==> src/inc/ebc_pkg.sv <==
// Shared constants and types of the emulator break control block
package ebc_pkg;

	// ----------------------------------------------------------------
	// Region types of mapped memory
	// ----------------------------------------------------------------
	typedef enum logic [2:0] {
		EBC_REG_NONE  = 3'h0,
		EBC_REG_ERAM  = 3'h1,
		EBC_REG_EROM  = 3'h2,
		EBC_REG_TRAM  = 3'h3,
		EBC_REG_TROM  = 3'h4,
		EBC_REG_GUARD = 3'h5
	} ebc_region_type;

	// ----------------------------------------------------------------
	// Break cause bit positions
	// ----------------------------------------------------------------
	localparam int EBC_CAUSE_W     = 11;
	localparam int EBC_C_ROM       = 0;
	localparam int EBC_C_GUARD     = 1;
	localparam int EBC_C_SWBP      = 2;
	localparam int EBC_C_UNEXP     = 3;
	localparam int EBC_C_COAX      = 4;
	localparam int EBC_C_CBTRIG    = 5;
	localparam int EBC_C_ANALYZER_TRIGGER_LINE_ONE     = 6;
	localparam int EBC_C_ANALYZER_TRIGGER_LINE_TWO     = 7;
	localparam int EBC_C_NOTREADY  = 8;
	localparam int EBC_C_EXECUTE   = 9;
	localparam int EBC_C_REQUEST   = 10;

	// ----------------------------------------------------------------
	// Sizes and reset values
	// ----------------------------------------------------------------
	localparam int EBC_ADDR_W      = 20;
	localparam int EBC_BP_ENTRIES  = 8;
	localparam int EBC_BP_IDX_W    = 3;
	localparam int EBC_SYNC_STAGES = 3;
	localparam logic [EBC_CAUSE_W-1:0] EBC_CAUSE_RESET = 11'h000;
	localparam logic [EBC_ADDR_W-1:0]  EBC_ADDR_RESET  = 20'h00000;

	// ----------------------------------------------------------------
	// Register operation status codes
	// ----------------------------------------------------------------
	typedef enum logic [1:0] {
		EBC_RS_OK       = 2'h0,
		EBC_RS_NOBREAK  = 2'h1,
		EBC_RS_READONLY = 2'h2
	} ebc_reg_status_type;

endpackage : ebc_pkg

==> src/design/ebc_sync.sv <==
// Three-stage synchroniser with agreement filter for a pin input
`timescale 1ns/10ps
`default_nettype none
module ebc_sync (
	// Clock and reset
	input  wire logic clock,
	input  wire logic rst_n,
	// Pin and filtered level
	input  wire logic pin_in,
	output logic      level_out
);
	logic [ebc_pkg::EBC_SYNC_STAGES-1:0] stage_q;
	logic                                level_q;

	always_ff @(posedge clock) begin
		if (!rst_n)
			stage_q <= '0;
		else
			stage_q <= {stage_q[ebc_pkg::EBC_SYNC_STAGES-2:0], pin_in};
	end

	// First stage is only read by the second; change taken once stages 2 and 3 agree
	always_ff @(posedge clock) begin
		if (!rst_n)
			level_q <= 1'b0;
		else if (stage_q[1] == stage_q[2])
			level_q <= stage_q[2];
	end

	assign level_out = level_q;
endmodule : ebc_sync
`default_nettype wire

==> src/design/ebc_bp_table.sv <==
// Software breakpoint address table with parallel lookup
`timescale 1ns/10ps
`default_nettype none
module ebc_bp_table (
	// Clock and reset
	input  wire logic                           clock,
	input  wire logic                           rst_n,
	// Table write port
	input  wire logic                           wr_en,
	input  wire logic [ebc_pkg::EBC_BP_IDX_W-1:0] wr_idx,
	input  wire logic [ebc_pkg::EBC_ADDR_W-1:0]   wr_addr,
	input  wire logic                           wr_valid,
	// Lookup
	input  wire logic [ebc_pkg::EBC_ADDR_W-1:0]   look_addr,
	output logic                                hit
);
	logic [ebc_pkg::EBC_ADDR_W-1:0]     addr_q  [ebc_pkg::EBC_BP_ENTRIES];
	logic [ebc_pkg::EBC_BP_ENTRIES-1:0] valid_q;
	logic [ebc_pkg::EBC_BP_ENTRIES-1:0] match;

	genvar g;
	generate
		for (g = 0; g < ebc_pkg::EBC_BP_ENTRIES; g++) begin : g_ent
			always_ff @(posedge clock) begin
				if (!rst_n) begin
					addr_q[g]  <= ebc_pkg::EBC_ADDR_RESET;
					valid_q[g] <= 1'b0;
				end else if (wr_en && (wr_idx == ebc_pkg::EBC_BP_IDX_W'(g))) begin
					addr_q[g]  <= wr_addr;
					valid_q[g] <= wr_valid;
				end
			end
			assign match[g] = valid_q[g] && (addr_q[g] == look_addr);
		end
	endgenerate

	assign hit = |match;
endmodule : ebc_bp_table
`default_nettype wire

==> src/design/ebc_break_ctrl.sv <==
// Break condition control of the emulation processor
`timescale 1ns/10ps
`default_nettype none
module ebc_break_ctrl (
	// Clock and reset
	input  wire logic                           clock,
	input  wire logic                           rst_n,
	// Break condition enables
	input  wire logic                           en_rom_break,
	input  wire logic                           en_soft_bp,
	input  wire logic                           en_coax_trig,
	input  wire logic                           en_cb_trig,
	input  wire logic                           en_trig_one,
	input  wire logic                           en_trig_two,
	input  wire logic                           coord_enable,
	input  wire logic                           restrict_real_time,
	input  wire logic [ebc_pkg::EBC_ADDR_W-1:0] run_address,
	// Processor access
	input  wire logic                           acc_valid,
	input  wire logic                           acc_write,
	input  wire ebc_pkg::ebc_region_type        acc_region,
	input  wire logic                           bp_exec,
	input  wire logic [ebc_pkg::EBC_ADDR_W-1:0] acc_addr,
	// Processor condition
	input  wire logic                           cpu_reset,
	input  wire logic                           cpu_halted,
	input  wire logic                           cpu_disabled,
	input  wire logic                           cpu_clock_ok,
	input  wire logic                           bus_granted,
	input  wire logic                           monitor_entered,
	// Triggers
	input  wire logic                           coax_trigger_pin,
	input  wire logic                           coordination_bus_trigger,
	input  wire logic                           coordination_bus_ready,
	input  wire logic                           coordination_bus_execute,
	input  wire logic                           analyzer_trigger_line_one,
	input  wire logic                           analyzer_trigger_line_two,
	// Breakpoint table upkeep
	input  wire logic                           bp_wr_en,
	input  wire logic [ebc_pkg::EBC_BP_IDX_W-1:0] bp_wr_idx,
	input  wire logic [ebc_pkg::EBC_ADDR_W-1:0] bp_wr_addr,
	input  wire logic                           bp_wr_valid,
	// Requests from the controller
	input  wire logic                           break_request,
	input  wire logic                           temp_break_request,
	input  wire logic                           reg_op_request,
	input  wire logic                           reg_op_write,
	input  wire logic                           reg_read_only,
	input  wire logic                           cause_clear,
	// Results
	output logic                                break_to_monitor,
	output logic                                in_monitor,
	output logic                                run_start,
	output logic [ebc_pkg::EBC_ADDR_W-1:0]      run_start_addr,
	output logic [ebc_pkg::EBC_CAUSE_W-1:0]     break_cause,
	output logic [ebc_pkg::EBC_ADDR_W-1:0]      bp_hit_addr,
	output logic                                break_failed,
	output logic                                reg_op_go,
	output logic                                reg_op_done,
	output ebc_pkg::ebc_reg_status_type         reg_op_status
);
	// ----------------------------------------------------------------
	// Input conditioning
	// ----------------------------------------------------------------
	logic coax_lvl, coax_prev_q, coax_rise;
	logic bp_listed;

	ebc_sync u_coax_sync (
		.clock     (clock),
		.rst_n     (rst_n),
		.pin_in    (coax_trigger_pin),
		.level_out (coax_lvl)
	);

	ebc_bp_table u_bp_table (
		.clock     (clock),
		.rst_n     (rst_n),
		.wr_en     (bp_wr_en),
		.wr_idx    (bp_wr_idx),
		.wr_addr   (bp_wr_addr),
		.wr_valid  (bp_wr_valid),
		.look_addr (acc_addr),
		.hit       (bp_listed)
	);

	// Coordination lines come from logic on this clock, so no synchroniser
	logic cbt_prev_q, rdy_prev_q, exe_prev_q;
	always_ff @(posedge clock) begin
		if (!rst_n) begin
			coax_prev_q <= 1'b0;
			cbt_prev_q  <= 1'b0;
			rdy_prev_q  <= 1'b1;
			exe_prev_q  <= 1'b0;
		end else begin
			coax_prev_q <= coax_lvl;
			cbt_prev_q  <= coordination_bus_trigger;
			rdy_prev_q  <= coordination_bus_ready;
			exe_prev_q  <= coordination_bus_execute;
		end
	end
	assign coax_rise = coax_lvl && !coax_prev_q;

	// ----------------------------------------------------------------
	// Break condition detection
	// ----------------------------------------------------------------
	typedef enum {EBC_RUN, EBC_PEND, EBC_MON} ebc_state_type;
	ebc_state_type state_q;
	logic          running;
	logic [ebc_pkg::EBC_CAUSE_W-1:0] cause_now;
	logic blocked, cpu_unable, temp_refused, want_break;

	assign running = (state_q == EBC_RUN);

	always_comb begin
		cause_now = '0;
		cause_now[ebc_pkg::EBC_C_ROM] = running && acc_valid && acc_write && en_rom_break &&
			(acc_region == ebc_pkg::EBC_REG_EROM || acc_region == ebc_pkg::EBC_REG_TROM);
		cause_now[ebc_pkg::EBC_C_GUARD] = running && acc_valid &&
			(acc_region == ebc_pkg::EBC_REG_GUARD);
		cause_now[ebc_pkg::EBC_C_SWBP]  = running && bp_exec && en_soft_bp && bp_listed;
		cause_now[ebc_pkg::EBC_C_UNEXP] = running && bp_exec && en_soft_bp && !bp_listed;
		cause_now[ebc_pkg::EBC_C_COAX]  = running && en_coax_trig && coax_rise;
		cause_now[ebc_pkg::EBC_C_CBTRIG] = running && en_cb_trig &&
			coordination_bus_trigger && !cbt_prev_q;
		cause_now[ebc_pkg::EBC_C_ANALYZER_TRIGGER_LINE_ONE] = running && en_trig_one && analyzer_trigger_line_one;
		cause_now[ebc_pkg::EBC_C_ANALYZER_TRIGGER_LINE_TWO] = running && en_trig_two && analyzer_trigger_line_two;
		cause_now[ebc_pkg::EBC_C_NOTREADY] = running && coord_enable &&
			!coordination_bus_ready && rdy_prev_q;
		cause_now[ebc_pkg::EBC_C_EXECUTE] = coord_enable && coordination_bus_execute && !exe_prev_q;
		cause_now[ebc_pkg::EBC_C_REQUEST] = running && break_request;
	end

	// Temporary service breaks would upset real-time runs, so they are refused outright
	assign temp_refused = running && restrict_real_time && (temp_break_request || reg_op_request);
	assign want_break   = (|cause_now) || (running && !restrict_real_time &&
		(temp_break_request || reg_op_request));
	assign cpu_unable   = cpu_reset || cpu_halted || cpu_disabled || !cpu_clock_ok;
	assign blocked      = cpu_unable || bus_granted;

	// ----------------------------------------------------------------
	// Run / monitor state
	// ----------------------------------------------------------------
	logic exec_pending_q;

	always_ff @(posedge clock) begin
		if (!rst_n)
			state_q <= EBC_RUN;
		else begin
			case (state_q)
				EBC_RUN: if (want_break) state_q <= EBC_PEND;
				EBC_PEND: begin
					if (!blocked && monitor_entered)
						state_q <= EBC_MON;
				end
				EBC_MON: if (exec_pending_q) state_q <= EBC_RUN;
				default: state_q <= EBC_RUN;
			endcase
		end
	end

	// Execute pulse arriving in monitor also counts as the break; run follows it
	always_ff @(posedge clock) begin
		if (!rst_n)
			exec_pending_q <= 1'b0;
		else if (cause_now[ebc_pkg::EBC_C_EXECUTE])
			exec_pending_q <= 1'b1;
		else if (state_q == EBC_MON)
			exec_pending_q <= 1'b0;
	end

	always_ff @(posedge clock) begin
		if (!rst_n) begin
			run_start      <= 1'b0;
			run_start_addr <= ebc_pkg::EBC_ADDR_RESET;
		end else begin
			run_start <= (state_q == EBC_MON) && exec_pending_q;
			if ((state_q == EBC_MON) && exec_pending_q)
				run_start_addr <= run_address;
		end
	end

	assign break_to_monitor = (state_q == EBC_PEND) && !blocked;
	assign in_monitor       = (state_q == EBC_MON);

	// ----------------------------------------------------------------
	// Cause status and breakpoint address
	// ----------------------------------------------------------------
	// A new cause wins over a clear in the same cycle
	always_ff @(posedge clock) begin
		if (!rst_n)
			break_cause <= ebc_pkg::EBC_CAUSE_RESET;
		else
			break_cause <= (cause_clear ? '0 : break_cause) | cause_now;
	end

	always_ff @(posedge clock) begin
		if (!rst_n)
			bp_hit_addr <= ebc_pkg::EBC_ADDR_RESET;
		else if (cause_now[ebc_pkg::EBC_C_SWBP] || cause_now[ebc_pkg::EBC_C_UNEXP])
			bp_hit_addr <= acc_addr;
	end

	// Break failure stays set while a pending break is blocked and clears when the block lifts; a refused temporary request sets it while it lasts
	always_ff @(posedge clock) begin
		if (!rst_n)
			break_failed <= 1'b0;
		else
			break_failed <= ((state_q == EBC_PEND) && blocked) || temp_refused;
	end

	// ----------------------------------------------------------------
	// Register operations
	// ----------------------------------------------------------------
	assign reg_op_go = reg_op_request && in_monitor && !(reg_op_write && reg_read_only);

	always_ff @(posedge clock) begin
		if (!rst_n) begin
			reg_op_done   <= 1'b0;
			reg_op_status <= ebc_pkg::EBC_RS_OK;
		end else begin
			reg_op_done <= reg_op_request && (in_monitor || temp_refused ||
				((state_q == EBC_PEND) && blocked));
			if (reg_op_request && reg_op_write && reg_read_only && in_monitor)
				reg_op_status <= ebc_pkg::EBC_RS_READONLY;
			else if (reg_op_request && in_monitor)
				reg_op_status <= ebc_pkg::EBC_RS_OK;
			else if (reg_op_request && (temp_refused || (state_q == EBC_PEND && blocked)))
				reg_op_status <= ebc_pkg::EBC_RS_NOBREAK;
		end
	end

	// ----------------------------------------------------------------
	// Checks
	// ----------------------------------------------------------------
	rom_break_a: assert property (@(posedge clock) disable iff (!rst_n)
		running && acc_valid && acc_write && en_rom_break && acc_region == ebc_pkg::EBC_REG_TROM
		|=> state_q == EBC_PEND && break_cause[ebc_pkg::EBC_C_ROM])
		else $error("rom write did not break");
	guard_break_a: assert property (@(posedge clock) disable iff (!rst_n)
		running && acc_valid && acc_region == ebc_pkg::EBC_REG_GUARD |=> break_cause[ebc_pkg::EBC_C_GUARD])
		else $error("guarded access not reported");
	bp_addr_a: assert property (@(posedge clock) disable iff (!rst_n)
		cause_now[ebc_pkg::EBC_C_SWBP] |=> bp_hit_addr == $past(acc_addr))
		else $error("breakpoint address not captured");
	bp_unexp_a: assert property (@(posedge clock) disable iff (!rst_n)
		running && bp_exec && en_soft_bp && !bp_listed |=> break_cause[ebc_pkg::EBC_C_UNEXP])
		else $error("unlisted breakpoint not flagged");
	no_break_blocked_a: assert property (@(posedge clock) disable iff (!rst_n)
		state_q == EBC_PEND && cpu_unable |=> state_q != EBC_MON && break_failed)
		else $error("break completed while unable");
	grant_hold_a: assert property (@(posedge clock) disable iff (!rst_n)
		bus_granted |-> !break_to_monitor)
		else $error("break while bus granted");
	real_time_a: assert property (@(posedge clock) disable iff (!rst_n)
		running && restrict_real_time && temp_break_request && !(|cause_now) |=> state_q == EBC_RUN)
		else $error("temporary break taken under real time");
	reg_ro_a: assert property (@(posedge clock) disable iff (!rst_n)
		reg_op_request && reg_op_write && reg_read_only && in_monitor |=> reg_op_status == ebc_pkg::EBC_RS_READONLY)
		else $error("read only register write not reported");
	exec_run_a: assert property (@(posedge clock) disable iff (!rst_n)
		run_start |-> $past(state_q) == EBC_MON)
		else $error("run started without break");

	mon_entry_c: cover property (@(posedge clock) disable iff (!rst_n) state_q == EBC_PEND ##1 state_q == EBC_MON);
	multi_cause_c: cover property (@(posedge clock) disable iff (!rst_n) $countones(cause_now) > 1);
	exec_c: cover property (@(posedge clock) disable iff (!rst_n) run_start);
	fail_c: cover property (@(posedge clock) disable iff (!rst_n) break_failed);
endmodule : ebc_break_ctrl
`default_nettype wire

==> config.mk <==
export PLATFORM = sky130hd
export DESIGN_NAME = ebc_break_ctrl
export DESIGN_NICKNAME = d
export VERILOG_FILES = /design/src/inc/ebc_pkg.sv /design/src/design/ebc_sync.sv /design/src/design/ebc_bp_table.sv /design/src/design/ebc_break_ctrl.sv
export SDC_FILE = /design/constraint.sdc
export NUM_CORES = 1
export LEC_CHECK = 0
export CELL_PAD_IN_SITES_DETAIL_PLACEMENT = 0
export CELL_PAD_IN_SITES_GLOBAL_PLACEMENT = 1
export CORE_MARGIN = 4
export CORE_UTILIZATION = 26
export DETAILED_ROUTE_END_ITERATION = 8
export DONT_BUFFER_PORTS = 1
export PLACE_DENSITY = 0.47
export SYNTH_ARGS = -nofsm -noshare
export SYNTH_HDL_FRONTEND = slang
export SYNTH_SLANG_ARGS = --single-unit
==> constraint.sdc <==
create_clock -name clock -period 5 [get_ports clock]
set_input_delay 0.25 -clock clock [delete_from_list [all_inputs] [get_ports clock]]
set_output_delay 0.25 -clock clock [all_outputs]
set_load 0.005 [all_outputs]
## Yosys cells after proc, flatten, opt, wreduce, memory -nomap -nowiden

Memory sizes are Yosys's and may differ from the RTL's.
Index checks and enable logic that the tools add are counted.
Widths: inputs -> output; s select.

- Bitwise logic cells: 10
- Multiplexer cells: 43
- Reductions and logical operators: 86
- Eq/ne operators: 26

Operators with widths:

| cell | number |
|---|---|
| $eq 20x20->1 | 8 |
| $mux 20 | 8 |
| $mux 32 | 3 |
| $pmux 32 s3 | 1 |
| $eq 32x2->1 const B | 2 |
| $logic_not 32->1 | 2 |
| $logic_and 1x1->1 | 57 |
| $eq 32x1->1 const B | 1 |
| $eq 32x3->1 const B | 1 |
| $mux 1 | 27 |
| $eq 3x3->1 const B | 6 |
| $logic_or 1x1->1 | 11 |
| $mux 11 | 1 |
| $or 11x11->11 | 1 |
| $reduce_or 11->1 | 1 |
| $eq 3x2->1 const B | 3 |
| $logic_not 1->1 | 9 |
| $or 1x1->1 | 8 |
| $reduce_or 8->1 | 1 |
| $mux 2 | 3 |
| $ne 2x2->1 const B | 3 |
| $eq 3x1->1 const B | 1 |
| $logic_not 3->1 | 1 |
| $reduce_and 3->1 | 1 |
| other kinds (5) | 5 |

- Memories: 1
- Word-level logic and storage cells: 190
- Register bits after elaboration: 105
- Bits in writable memories: 160
- Bits of input ports: 99
- Output and inout bits: 59

Memories:

| memory | depth | width | read ports | clocked after memory_dff | wr ports | RTL line | RTL |
|---|---|---|---|---|---|---|---|
| u_bp_table.addr_q | 8 | 20 | 8 | 0 | 8 | ebc_bp_table.sv:17 | `logic [ebc_pkg::EBC_ADDR_W-1:0] addr_q [ebc_pkg::EBC_BP_ENTRIES];` |

## Logic depth before layout (Yosys ltp)

Gate-level depths: netlist of the first run.

- Depth after elaboration: 10
- Mapped depth: 7

## Cells and area by module

Synthesis of the first run repeated with hierarchy kept, for this count alone.

- Cells, all modules: 933
- Area, all modules: 10,874.2 µm²

By module, submodules not included:

| module | area an instance (µm²) | instances | cells each |
|---|---|---|---|
| ebc_bp_table | 8,244.2 | 1 | 634 |
| ebc_break_ctrl | 2,513.7 | 1 | 289 |
| ebc_sync | 116.4 | 1 | 10 |

## Worst setup path after synthesis of the first run

Ideal clock, no wire load.

- Path kind: input -> register
- From: in bp_wr_idx[2] in the netlist's numbering
- To: mem u_bp_table.addr_q[0][0] in the netlist's numbering (enable)
- Stages on the path: 2
- Path buffers: 0
- Data required time: 4.573 ns
- Slack: 2.319 ns
- Library setup time: 0.427 ns
- Arrival: 2.255 ns
- Path through: or3b_2 > o21ai_0

RTL lines:

| what | RTL line | RTL |
|---|---|---|
| start, declared | ebc_break_ctrl.sv:40 | `input wire logic [ebc_pkg::EBC_BP_IDX_W-1:0] bp_wr_idx,` |
| end, declared | ebc_bp_table.sv:17 |  |

## Worst setup path in the final report of the first run

- From: reg state_q[1]
- To: reg state_q[0]

- Cells in the longest elaborated chain, start to end: 9
- Elaborated cells between the ends (all ways): 35
- Those cells by class: eq/ne (5); mux (1); reduce/logical (29)

Ends and longest elaborated chain:

| what | RTL line | RTL |
|---|---|---|
| start, declared | ebc_break_ctrl.sv:107 | `ebc_state_type state_q;` |
| start signal, assigned | ebc_break_ctrl.sv:147 | `state_q <= EBC_RUN;` |
| start signal, assigned | ebc_break_ctrl.sv:150 | `EBC_RUN: if (want_break) state_q <= EBC_PEND;` |
| start signal, assigned | ebc_break_ctrl.sv:153 | `state_q <= EBC_MON;` |
| $logic_not 32->1 | ebc_break_ctrl.sv:112 | `assign running = (state_q == EBC_RUN);` |
| $logic_and 1x1->1 | ebc_break_ctrl.sv:116, ebc_break_ctrl.sv:118 |  |
| $logic_and 1x1->1 (3 in series) | ebc_break_ctrl.sv:116 | `cause_now[ebc_pkg::EBC_C_ROM] = running && acc_valid && acc_write && en_rom_break &&` |
| $reduce_or 11->1 | ebc_break_ctrl.sv:135 | `assign want_break = (\|cause_now) \|\| (running && !restrict_real_time &&` |
| $logic_or 1x1->1 | ebc_break_ctrl.sv:135 |  |
| $ne 2x2->1 (no source line) | - |  |
| $reduce_and 3->1 (no source line) | - |  |

Parallel ways exist; a longest one is shown, timed or not.
A chain may end at the register's enable or synchronous reset.

==> results of run 1 <==
cell families (layout without fill, tap and decap cells):
| logic type | count (synthesis) | count (layout) |
|---|---|---|
| simple gates | 375 | 375 |
| flops | 235 | 235 |
| xor+xnor | 161 | 161 |
| compound gates | 82 | 82 |
| buf+inv | 67 | 159 |
| mux | 1 | 1 |
| other cells | 0 | 2 |
per-layer routing:
metal  GRT usage [%]  wire [µm]  vias to the layer above  part of all wire (%)
li1                -          -                     3274                     -
met1            20.5      15600                     3367                    45
met2            25.9      16500                      170                    47
met3            3.73       2170                       39                   6.2
met4            2.64        588                        4                   1.7
met5               0         20                        -                 0.057
critical path: stages (launching register included):
cell and delay, ns:
dfxtp_1 0.39, nor2_2 0.40, nand3_1 0.75, o2111ai_1 0.35
nor3_1 0.08, nand4_1 0.09, and4b_1 0.18
final timing paths:
kind | slack [ns] | depth (start not counted) | to | startpoint
worst min-delay path | 0.04 | 2 | reg_op_status[1]$_SDFFE_PN0P_ | reg_op_write
worst max-delay path | 2.71 | 6 | state_q[0]$_SDFFE_PN0P_ | state_q[1]$_SDFFE_PN0P_
worst max register to register | 2.71 | 6 | state_q[0]$_SDFFE_PN0P_ | state_q[1]$_SDFFE_PN0P_
worst min register to register | 0.43 | 1 | u_coax_sync.stage_q[1]$_SDFF_PN0_ | u_coax_sync.stage_q[0]$_SDFF_PN0_
metrics by stage:
| stage | area [µm²] | util, % |
|---|---|---|
| final | 13000 | 31.8 |
| after global routing | 13000 | 31.8 |
| after CTS | 13000 | 31.8 |
| after detailed placement | 11200 | 27.4 |
| after global placement | 11200 | 27.4 |
| after floorplan | 10800 | - |
report_power, final:
group          total (mW)  internal (mW)  switching (mW)
Sequential           2.23           2.18          0.0481
Clock                2.09           1.27           0.818
Combinational       0.327          0.149           0.177
cell type report:
class | instances | area, µm²
clock buffer | 46 | 902
tap | 532 | 666
antenna | 2 | 5.00
inverter | 12 | 45.0
sequential | 235 | 6310
fill | 4116 | 27800
timing repair buffer | 96 | 948
clock inverter | 5 | 50.0
multi-input combinational | 619 | 4080
flip-flops by register name (all words and copies together), names as in the netlist, 2 cells and up:
signal	flops
bp_hit_addr	20
break_cause	11
reg_op_status	2
run_start_addr	20
state_q	2
u_bp_table.addr_q	160
u_bp_table.valid_q	8
u_coax_sync.stage_q	3
cell usage in the layout (no fill, tap or decap), types with 6 or more instances in the layout:
cell type,n
nand3_1,11
nand2_1,107
and2_1,169
nor2b_1,6
clkbuf_1,8
o21ai_2,8
a21boi_0,48
o21ai_0,13
inv_1,11
dlygate4sd3_1,83
nand4_1,9
xor2_1,150
clkbuf_16,31
xnor2_1,9
edfxtp_1,160
nor3_1,9
clkbuf_8,7
dfxtp_1,75
nor4_1,34
nor2_1,11
buf_4,12
==> impl_metrics.tcl, run 1 <==
set metrics [dict create \
    status "complete, no violations" \
    stdcell_count 1547 \
    cts_root_buffer "clkbuf_16" \
    crit_fanout 21 \
    fp.dieH_um 211 \
    setup_viol 0 \
    critPathKind "reg2reg" \
    p_leak_nw 4.60 \
    num_vias 6854 \
    synth_top_area_cell "edfxtp_1" \
    die_w_um 211 \
    first_global_vias 7016 \
    final_nets 1091 \
    syn_to_final_growth_pct 20.8 \
    relSlewSlack_pct 26.7 \
    antenna_found_initial 6 \
    ant_nets 0 \
    synth_top_family_by_area "simple AND/OR/NAND/NOR gates" \
    netlist.area_leader.share_pct 44.7 \
    ys_ff_latch 235 \
    start_util_pct 26.4 \
    grt_max_degree 65 \
    seq_area_frac_synth_pct 58.6 \
    crit_path_start_kind "register" \
    yosys.area_share.adder_pct 0 \
    ys.flop_type "edfxtp_1" \
    layout_min_cycle_time_ns 2.29 \
    max-clock-path-buffers 3 \
    io_pins 158 \
    synthTopCellsByArea "edfxtp_1 45%, dfxtp_1 14%, xor2_1 12%, and2_1 9.8%, nand2_1 3.7%" \
    place_hpwl_um 22100 \
    layout_setup_ws_ns 2.71 \
    gp_congestion 0.711 \
    yosysWarningCount 0 \
    post_cts_buffers 0 \
    ir_worst_vdd_v 0.000220 \
    synth_edf_count 160 \
    core-area_mm2 0.0408 \
    syn_avg_cell_area_um2 11.7 \
    ys_top_cells_by_count "169 x and2_1, 160 x edfxtp_1, 150 x xor2_1" \
    hold_viol_final 0 \
    cp-end-kind "register" \
    holdWs_ns 0.0356 \
    synthArstFlopShare_pct 0 \
    synth_simple_gate_area_share_pct 19.1 \
    cts-htree-levels 1 \
    dp.cells 1410 \
    cts_resized 0 \
    drv_cap 0 \
    routed_wl_um 34900 \
    grt_first_pass_wirelength_um 50300 \
    slew_violations 0 \
    max_freq_ghz 0.436 \
    num_rows 74 \
    syn-instance-count 921 \
    synth_compound_area_share_pct 5.22 \
    cp.arrival_ns 2.78 \
    drc 0 \
    clkSinkCount 235 \
    io_buffers 0 \
    total_power_mw 4.65 \
    grt_setup_unrepaired "no" \
    fin_crit_sh_pct 45.8 \
    grtUsageTotal_pct 15.4 \
    post_drt_wl_per_cell_um 22.6 \
    skew_ns 0.0100 \
    cts_tree "done" \
    post_synth_num_cell_types 42 \
    hold_path_class "in2reg" \
    syn_nets 1020 \
    numCtsBuffers 28 \
    power_density_mw_per_mm2 357 \
    tightest_slew_ns 1.10 \
    place_ws_ns 2.67 \
    cts_hold_buffers 84 \
    drtIter0Drc 411 \
    synth.mux.area_fraction_pct 0.105 \
    clk_latency_ns 0.55 \
    crit_required_ns 5.49 \
    vias_per_cell 4.43 \
    synth_xor_area_share_pct 13.2 \
    timing.setup.tns_ns 0 \
    clk_pin_slew_ns 0.06 \
    die_area_mm2 0.0447 \
    syn_area_mm2 0.0108 \
    overflow 0 \
    yosysMostFrequentCell "and2_1" \
    firstDrtPassIters 5 \
    final_layout_size_suffix_gt1_share_pct 6.81 \
]
No activity file was read; power rests on OpenSTA's default activity.
==> run 2, diff against run 1 <==
--- a/config.mk
+++ b/config.mk
@@ -5,13 +5,14 @@
 export SDC_FILE = /design/constraint.sdc
 export NUM_CORES = 1
 export LEC_CHECK = 0
+export ABC_AREA = 1
 export CELL_PAD_IN_SITES_DETAIL_PLACEMENT = 0
 export CELL_PAD_IN_SITES_GLOBAL_PLACEMENT = 1
 export CORE_MARGIN = 4
 export CORE_UTILIZATION = 26
 export DETAILED_ROUTE_END_ITERATION = 8
 export DONT_BUFFER_PORTS = 1
-export PLACE_DENSITY = 0.47
+export PLACE_DENSITY = 0.5
 export SYNTH_ARGS = -nofsm -noshare
 export SYNTH_HDL_FRONTEND = slang
 export SYNTH_SLANG_ARGS = --single-unit
==> constraint.sdc (replaced) <==
create_clock -name clock -period 2.2 [get_ports clock]
set_input_delay 0.11 -clock clock [delete_from_list [all_inputs] [get_ports clock]]
set_output_delay 0.11 -clock clock [all_outputs]
set_load 0.005 [all_outputs]
==> impl_metrics.tcl, run 2 <==
set metrics [dict create \
    syn_to_final_growth_pct 23.6 \
    die_w_um 215 \
    fin_crit_sh_pct 94.6 \
    syn_avg_cell_area_um2 8.05 \
    p_clk_share_pct 44.5 \
    crit_path_start_kind "register" \
    status "complete, no violations" \
    synthArstFlopShare_pct 0 \
    vias_per_cell 4.50 \
    layout_common_cells "414 x nand2_1, 272 x nor2_1, 160 x inv_1, 160 x edfxtp_1, 104 x dlygate4sd3_1" \
    p_sw_share_pct 26.1 \
    syn_area_mm2 0.0112 \
    final_layout_size_suffix_gt1_share_pct 6.79 \
    max_freq_ghz 0.480 \
    grt_setup_unrepaired "no" \
    max-clock-path-buffers 3 \
    r2r_setup_slack_ns 0.12 \
    num_vias 9256 \
    p_leak_nw 5.96 \
    core-area_mm2 0.0422 \
    tightest_slew_ns 0.681 \
    critPathKind "reg2reg" \
    routed_wl_um 45300 \
    drtIter0Drc 773 \
    cp-end-kind "register" \
    seq_area_frac_synth_pct 56.4 \
    drc 0 \
    seqPwrFrac_pct 45.3 \
    largest_reg_flops 160 \
    power.switching_mw 2.94 \
    grtUsageTotal_pct 19.0 \
    crit_fanout 6 \
    ys_top_cells_by_count "414 x nand2_1, 272 x nor2_1, 160 x edfxtp_1, 160 x inv_1, 75 x dfxtp_1" \
    setup_viol 0 \
    total_power_mw 11.3 \
    yosysWarningCount 0 \
    cp.arrival_ns 2.58 \
    clk_pin_slew_ns 0.06 \
    post_synth_num_cell_types 34 \
    synth_edf_count 160 \
    firstDrtPassIters 5 \
    cts-htree-levels 1 \
    ant_nets 0 \
    antenna_cells 0 \
    antenna_found_initial 0 \
    place_hpwl_um 31100 \
    layout_min_cycle_time_ns 2.08 \
    nFillCells 4503 \
    ys_ff_latch 235 \
    skew_ns 0.0186 \
    stdcell_count 2057 \
    yosysMostFrequentCell "nand2_1" \
    overflow 0 \
    dp.cells 1894 \
    final_util_pct 32.7 \
    grt_first_pass_wirelength_um 64700 \
    timing.setup.tns_ns 0 \
    num_rows 75 \
    internal_power_mw 8.32 \
    slew_violations 0 \
    die_area_mm2 0.0464 \
    clk_latency_ns 0.57 \
    top_regs "u_bp_table.addr_q x160, bp_hit_addr x20, run_start_addr x20" \
    ys.flop_type "edfxtp_1" \
    netlist.area_leader.share_pct 43.0 \
    clkSinkCount 235 \
    syn-instance-count 1389 \
    cts_root_buffer "clkbuf_16" \
    power_frac_comb_pct 10.2 \
    synthTopCellsByArea "edfxtp_1 43%, nand2_1 14%, dfxtp_1 13%, nor2_1 9.1%, inv_1 5.4%" \
    hold_path_class "in2reg" \
    io_pins 158 \
    holdWs_ns 0.0163 \
    power_density_mw_per_mm2 815 \
    syn_nets 1488 \
    hold_viol_final 0 \
    relSlewSlack_pct 54.5 \
    first_global_vias 8976 \
    cts_tree "done" \
    final_nets 1594 \
    largest-register "u_bp_table.addr_q" \
    synth_top_area_cell "edfxtp_1" \
    final_common_cell "nand2_1" \
    gp_congestion 0.864 \
    start_util_pct 26.5 \
    fp.dieH_um 215 \
    grt_max_degree 43 \
    crit_required_ns 2.70 \
    numCtsBuffers 29 \
    io_buffers 0 \
    drv_cap 0 \
    post_drt_wl_per_cell_um 22.0 \
    ir_worst_vdd_v 0.000516 \
]
-- run 2: cell count changes after synthesis, sizes merged, moves of 47 or more --
cell | previous run | this run
a21boi | 48 | 1
a21oi | 2 | 59
and2 | 169 | 0
inv | 11 | 173
nand2 | 107 | 414
nor2 | 12 | 274
o21ai | 21 | 72
xor2 | 152 | 5
-- run 2: logic make-up after synthesis --
kind of cell | synth area share [%]
DFF | 56.4
and+or+nand+nor | 26.7
buffers and inverters | 8.61
xor gates and xnor gates | 1.72
AOI/OAI and AO/OA | 6.55
-- run 2: timing repair --
action                                 in CTS  in global routing
endpoints found under the hold margin     202                  0
hold buffers                              105                  0
setup endpoints to repair                   0                  4
gates resized for setup                     0                  2
setup buffers                               0                  3
-- run 2: per-stage QoR --
stage / setup WS (ns) / cell area [µm²]
finish: 0.118 / 13800
global route: 0.0245 / 13800
global placement: 0.468 / 11800
floorplan: 0.508 / 11200
CTS: 0.0462 / 13800
detailed placement: 0.415 / 11800
-- run 2: path summary, 6_finish.rpt --
path | cells after the start | to | startpoint
worst max-delay path | 5 | break_cause[7]$_SDFF_PN0_ | state_q[0]$_SDFFE_PN0P_
worst min register to register | 2 | u_coax_sync.stage_q[1]$_SDFF_PN0_ | u_coax_sync.stage_q[0]$_SDFF_PN0_
worst min-delay path | 2 | u_bp_table.addr_q[0][13]$_SDFFCE_PN0P_ | bp_wr_addr[13]
worst max register to register | 5 | break_cause[7]$_SDFF_PN0_ | state_q[0]$_SDFFE_PN0P_
-- run 2: worst max-delay path: stages, from the launching register on --
cell and delay [ns]:
dfxtp_2 0.36, nor2_2 0.27, nand3_1 0.14, dlygate4sd3_1 0.58
a21oi_1 0.11, dlygate4sd3_1 0.56
-- run 2: layout make-up --
| cell class | instances | area [µm²] | share of cell area, % |
|---|---|---|---|
| sequential | 235 | 6310 | 45.7 |
| multi-input combinational | 925 | 3920 | 28.4 |
| timing repair buffer | 131 | 1290 | 9.36 |
| clock buffer | 33 | 762 | 5.51 |
| tap | 539 | 674 | 4.88 |
| inverter | 173 | 649 | 4.70 |
| clock inverter | 21 | 210 | 1.52 |
-- run 2: power by group through the flow --
stage	logic, mW	clock network, mW	registers [mW]
2_1_floorplan	0.634	0	5.16
3_3_place_gp	0.974	0	5.20
3_5_place_dp	0.969	0	5.20
4_1_cts	1.15	5.10	5.10
5_1_grt	1.27	5.30	5.13
6_report	1.14	5.01	5.11
-- run 2: per-layer routing --
metal	track usage [%]	wire (µm)
met4	3.95	925
met5	0	0
met2	31.7	21300
met1	26.1	20300
met3	3.39	2670
==> run 3, diff against run 2 <==
--- a/config.mk
+++ b/config.mk
@@ -10,6 +10,7 @@
 export CELL_PAD_IN_SITES_GLOBAL_PLACEMENT = 1
 export CORE_MARGIN = 4
 export CORE_UTILIZATION = 26
+export CTS_BUF_LIST = sky130_fd_sc_hd__clkbuf_8
 export DETAILED_ROUTE_END_ITERATION = 8
 export DONT_BUFFER_PORTS = 1
 export PLACE_DENSITY = 0.5
==> impl_metrics.tcl, run 3 (synthesized netlist as in run 2, its figures left out) <==
set metrics [dict create \
    status "complete, no violations" \
    stdcell_count 2101 \
    final_nets 1625 \
    max-clock-path-buffers 3 \
    antenna_found_initial 0 \
    grt_setup_unrepaired "no" \
    crit_fanout 41 \
    routed_wl_um 45600 \
    io_buffers 0 \
    met2_length_um 21300 \
    fp.dieH_um 215 \
    wl_met3_um 2540 \
    top_regs "u_bp_table.addr_q x160, bp_hit_addr x20, run_start_addr x20" \
    met1_length_um 20600 \
    setup_viol 0 \
    stdcell_area_mm2 0.0138 \
    reg2reg_depth 7 \
    power_density_mw_per_mm2 753 \
    num_rows 75 \
    fin_crit_sh_pct 94.9 \
    ant_nets 0 \
    clkSinkCount 235 \
    firstDrtPassIters 5 \
    holdWs_ns 0.0230 \
    hold_viol_final 0 \
    layout_min_cycle_time_ns 2.09 \
    vias_per_cell 4.52 \
    largest-register "u_bp_table.addr_q" \
    place_hpwl_um 31100 \
    core-area_mm2 0.0422 \
    cts-htree-levels 2 \
    antenna_cells 0 \
    cp-end-kind "register" \
    grt_max_degree 53 \
    gp_congestion 0.864 \
    timing.setup.tns_ns 0 \
    drtIter0Drc 666 \
    cts_root_buffer "clkbuf_8" \
    start_util_pct 26.5 \
    relSlewSlack_pct 52.6 \
    num_vias 9507 \
    crit_required_ns 2.76 \
    highest_layer "met4" \
    critPathKind "reg2reg" \
    p_leak_nw 6.08 \
    numCtsBuffers 46 \
    clk_latency_ns 0.62 \
    drv_cap 0 \
    startpoint "state_q[1]$_SDFFE_PN0P_" \
    grtUsageTotal_pct 19.3 \
    grt_first_pass_wirelength_um 65300 \
    timing.rr.start "state_q[1]$_SDFFE_PN0P_" \
    syn_to_final_growth_pct 23.7 \
    drc 0 \
    io_pins 158 \
    hold_path_class "in2reg" \
    slew_violations 0 \
    max_freq_ghz 0.479 \
    first_global_vias 9228 \
    placed_area_mm2 0.0118 \
    dp.cells 1894 \
    nFillCells 4538 \
    layout_common_cells "414 x nand2_1, 271 x nor2_1, 184 x inv_1" \
    overflow 0 \
    die_area_mm2 0.0464 \
    cts_tree "done" \
    cp.arrival_ns 2.65 \
    min_path_cells 2 \
    largest_reg_flops 160 \
    skew_ns 0.0395 \
    ir_worst_vdd_v 0.000474 \
    post_drt_wl_per_cell_um 21.7 \
    crit_path_start_kind "register" \
    final_common_cell "nand2_1" \
    hp-start "bp_wr_addr[6]" \
    clk_pin_slew_ns 0.06 \
    final_layout_size_suffix_gt1_share_pct 6.91 \
    tightest_slew_ns 0.710 \
    die_w_um 215 \
]
run 3: cell types whose count changed in the layout (fill, tap and decap cells not counted), sizes merged:
cell,before,now
clkinvlp,0,2
nor2,275,274
inv,177,198
clkinv,13,6
bufinv,4,0
dlygate4sd3,104,120
buf,27,26
clkbuf,33,51
run 3: what timing repair did:
action                                  CTS  global route
gates resized for setup                   0             2
endpoints found under the hold margin   340             0
endpoints found under the setup margin    0             5
hold buffers                            121             0
setup buffers                             0             2
run 3: path summary, 6_finish.rpt:
check                                                               to  slack (ns)
worst max register to register               break_cause[3]$_SDFF_PN0_        0.11
worst min-delay path            u_bp_table.addr_q[2][26]$_SDFFCE_PN0P_        0.02
worst max-delay path                         break_cause[3]$_SDFF_PN0_        0.11
worst min register to register       u_coax_sync.stage_q[1]$_SDFF_PN0_        0.41
run 3: cell type report:
class / count / area [µm²] / share of cell area [%]
Sequential cell: 235 / 6310 / 45.6
Multi-Input combinational cell: 924 / 3920 / 28.3
Timing Repair Buffer: 146 / 1450 / 10.5
Clock buffer: 51 / 702 / 5.07
Tap cell: 539 / 674 / 4.88
Inverter: 173 / 649 / 4.69
Clock inverter: 33 / 139 / 1.00
run 3: stage by stage:
| step | util (%) | setup slack, ns | power, mW |
|---|---|---|---|
| floorplan | - | 0.508 | 5.79 |
| global placement | 27.8 | 0.468 | 6.17 |
| detailed placement | 27.8 | 0.415 | 6.17 |
| CTS | 32.7 | 0.0471 | 10.6 |
| global route | 32.8 | 0.00384 | 10.9 |
| finish | 32.8 | 0.112 | 10.4 |
run 3: metal layers:
| layer | track usage (%) | up-vias |
|---|---|---|
| li1 | - | 4651 |
| met1 | 26.0 | 4515 |
| met2 | 31.8 | 282 |
| met3 | 3.56 | 59 |
| met4 | 5.93 | 0 |
| met5 | 0 | - |
run 3: critical path, stage by stage, from the launching register on:
cell	delay [ns]
dfxtp_1	0.36
nor2_4	0.23
nand3_1	0.13
inv_1	0.14
buf_12	0.22
dlygate4sd3_1	0.69
nand3_1	0.14
a21oi_2	0.12
run 3: report_power, final:
| group | total [mW] | leakage [nW] | switching [mW] | internal [mW] |
|---|---|---|---|---|
| clock network | 4.14 | 0.513 | 2.02 | 2.12 |
| logic | 1.17 | 3.41 | 0.760 | 0.411 |
| registers | 5.11 | 2.16 | 0.133 | 4.97 |
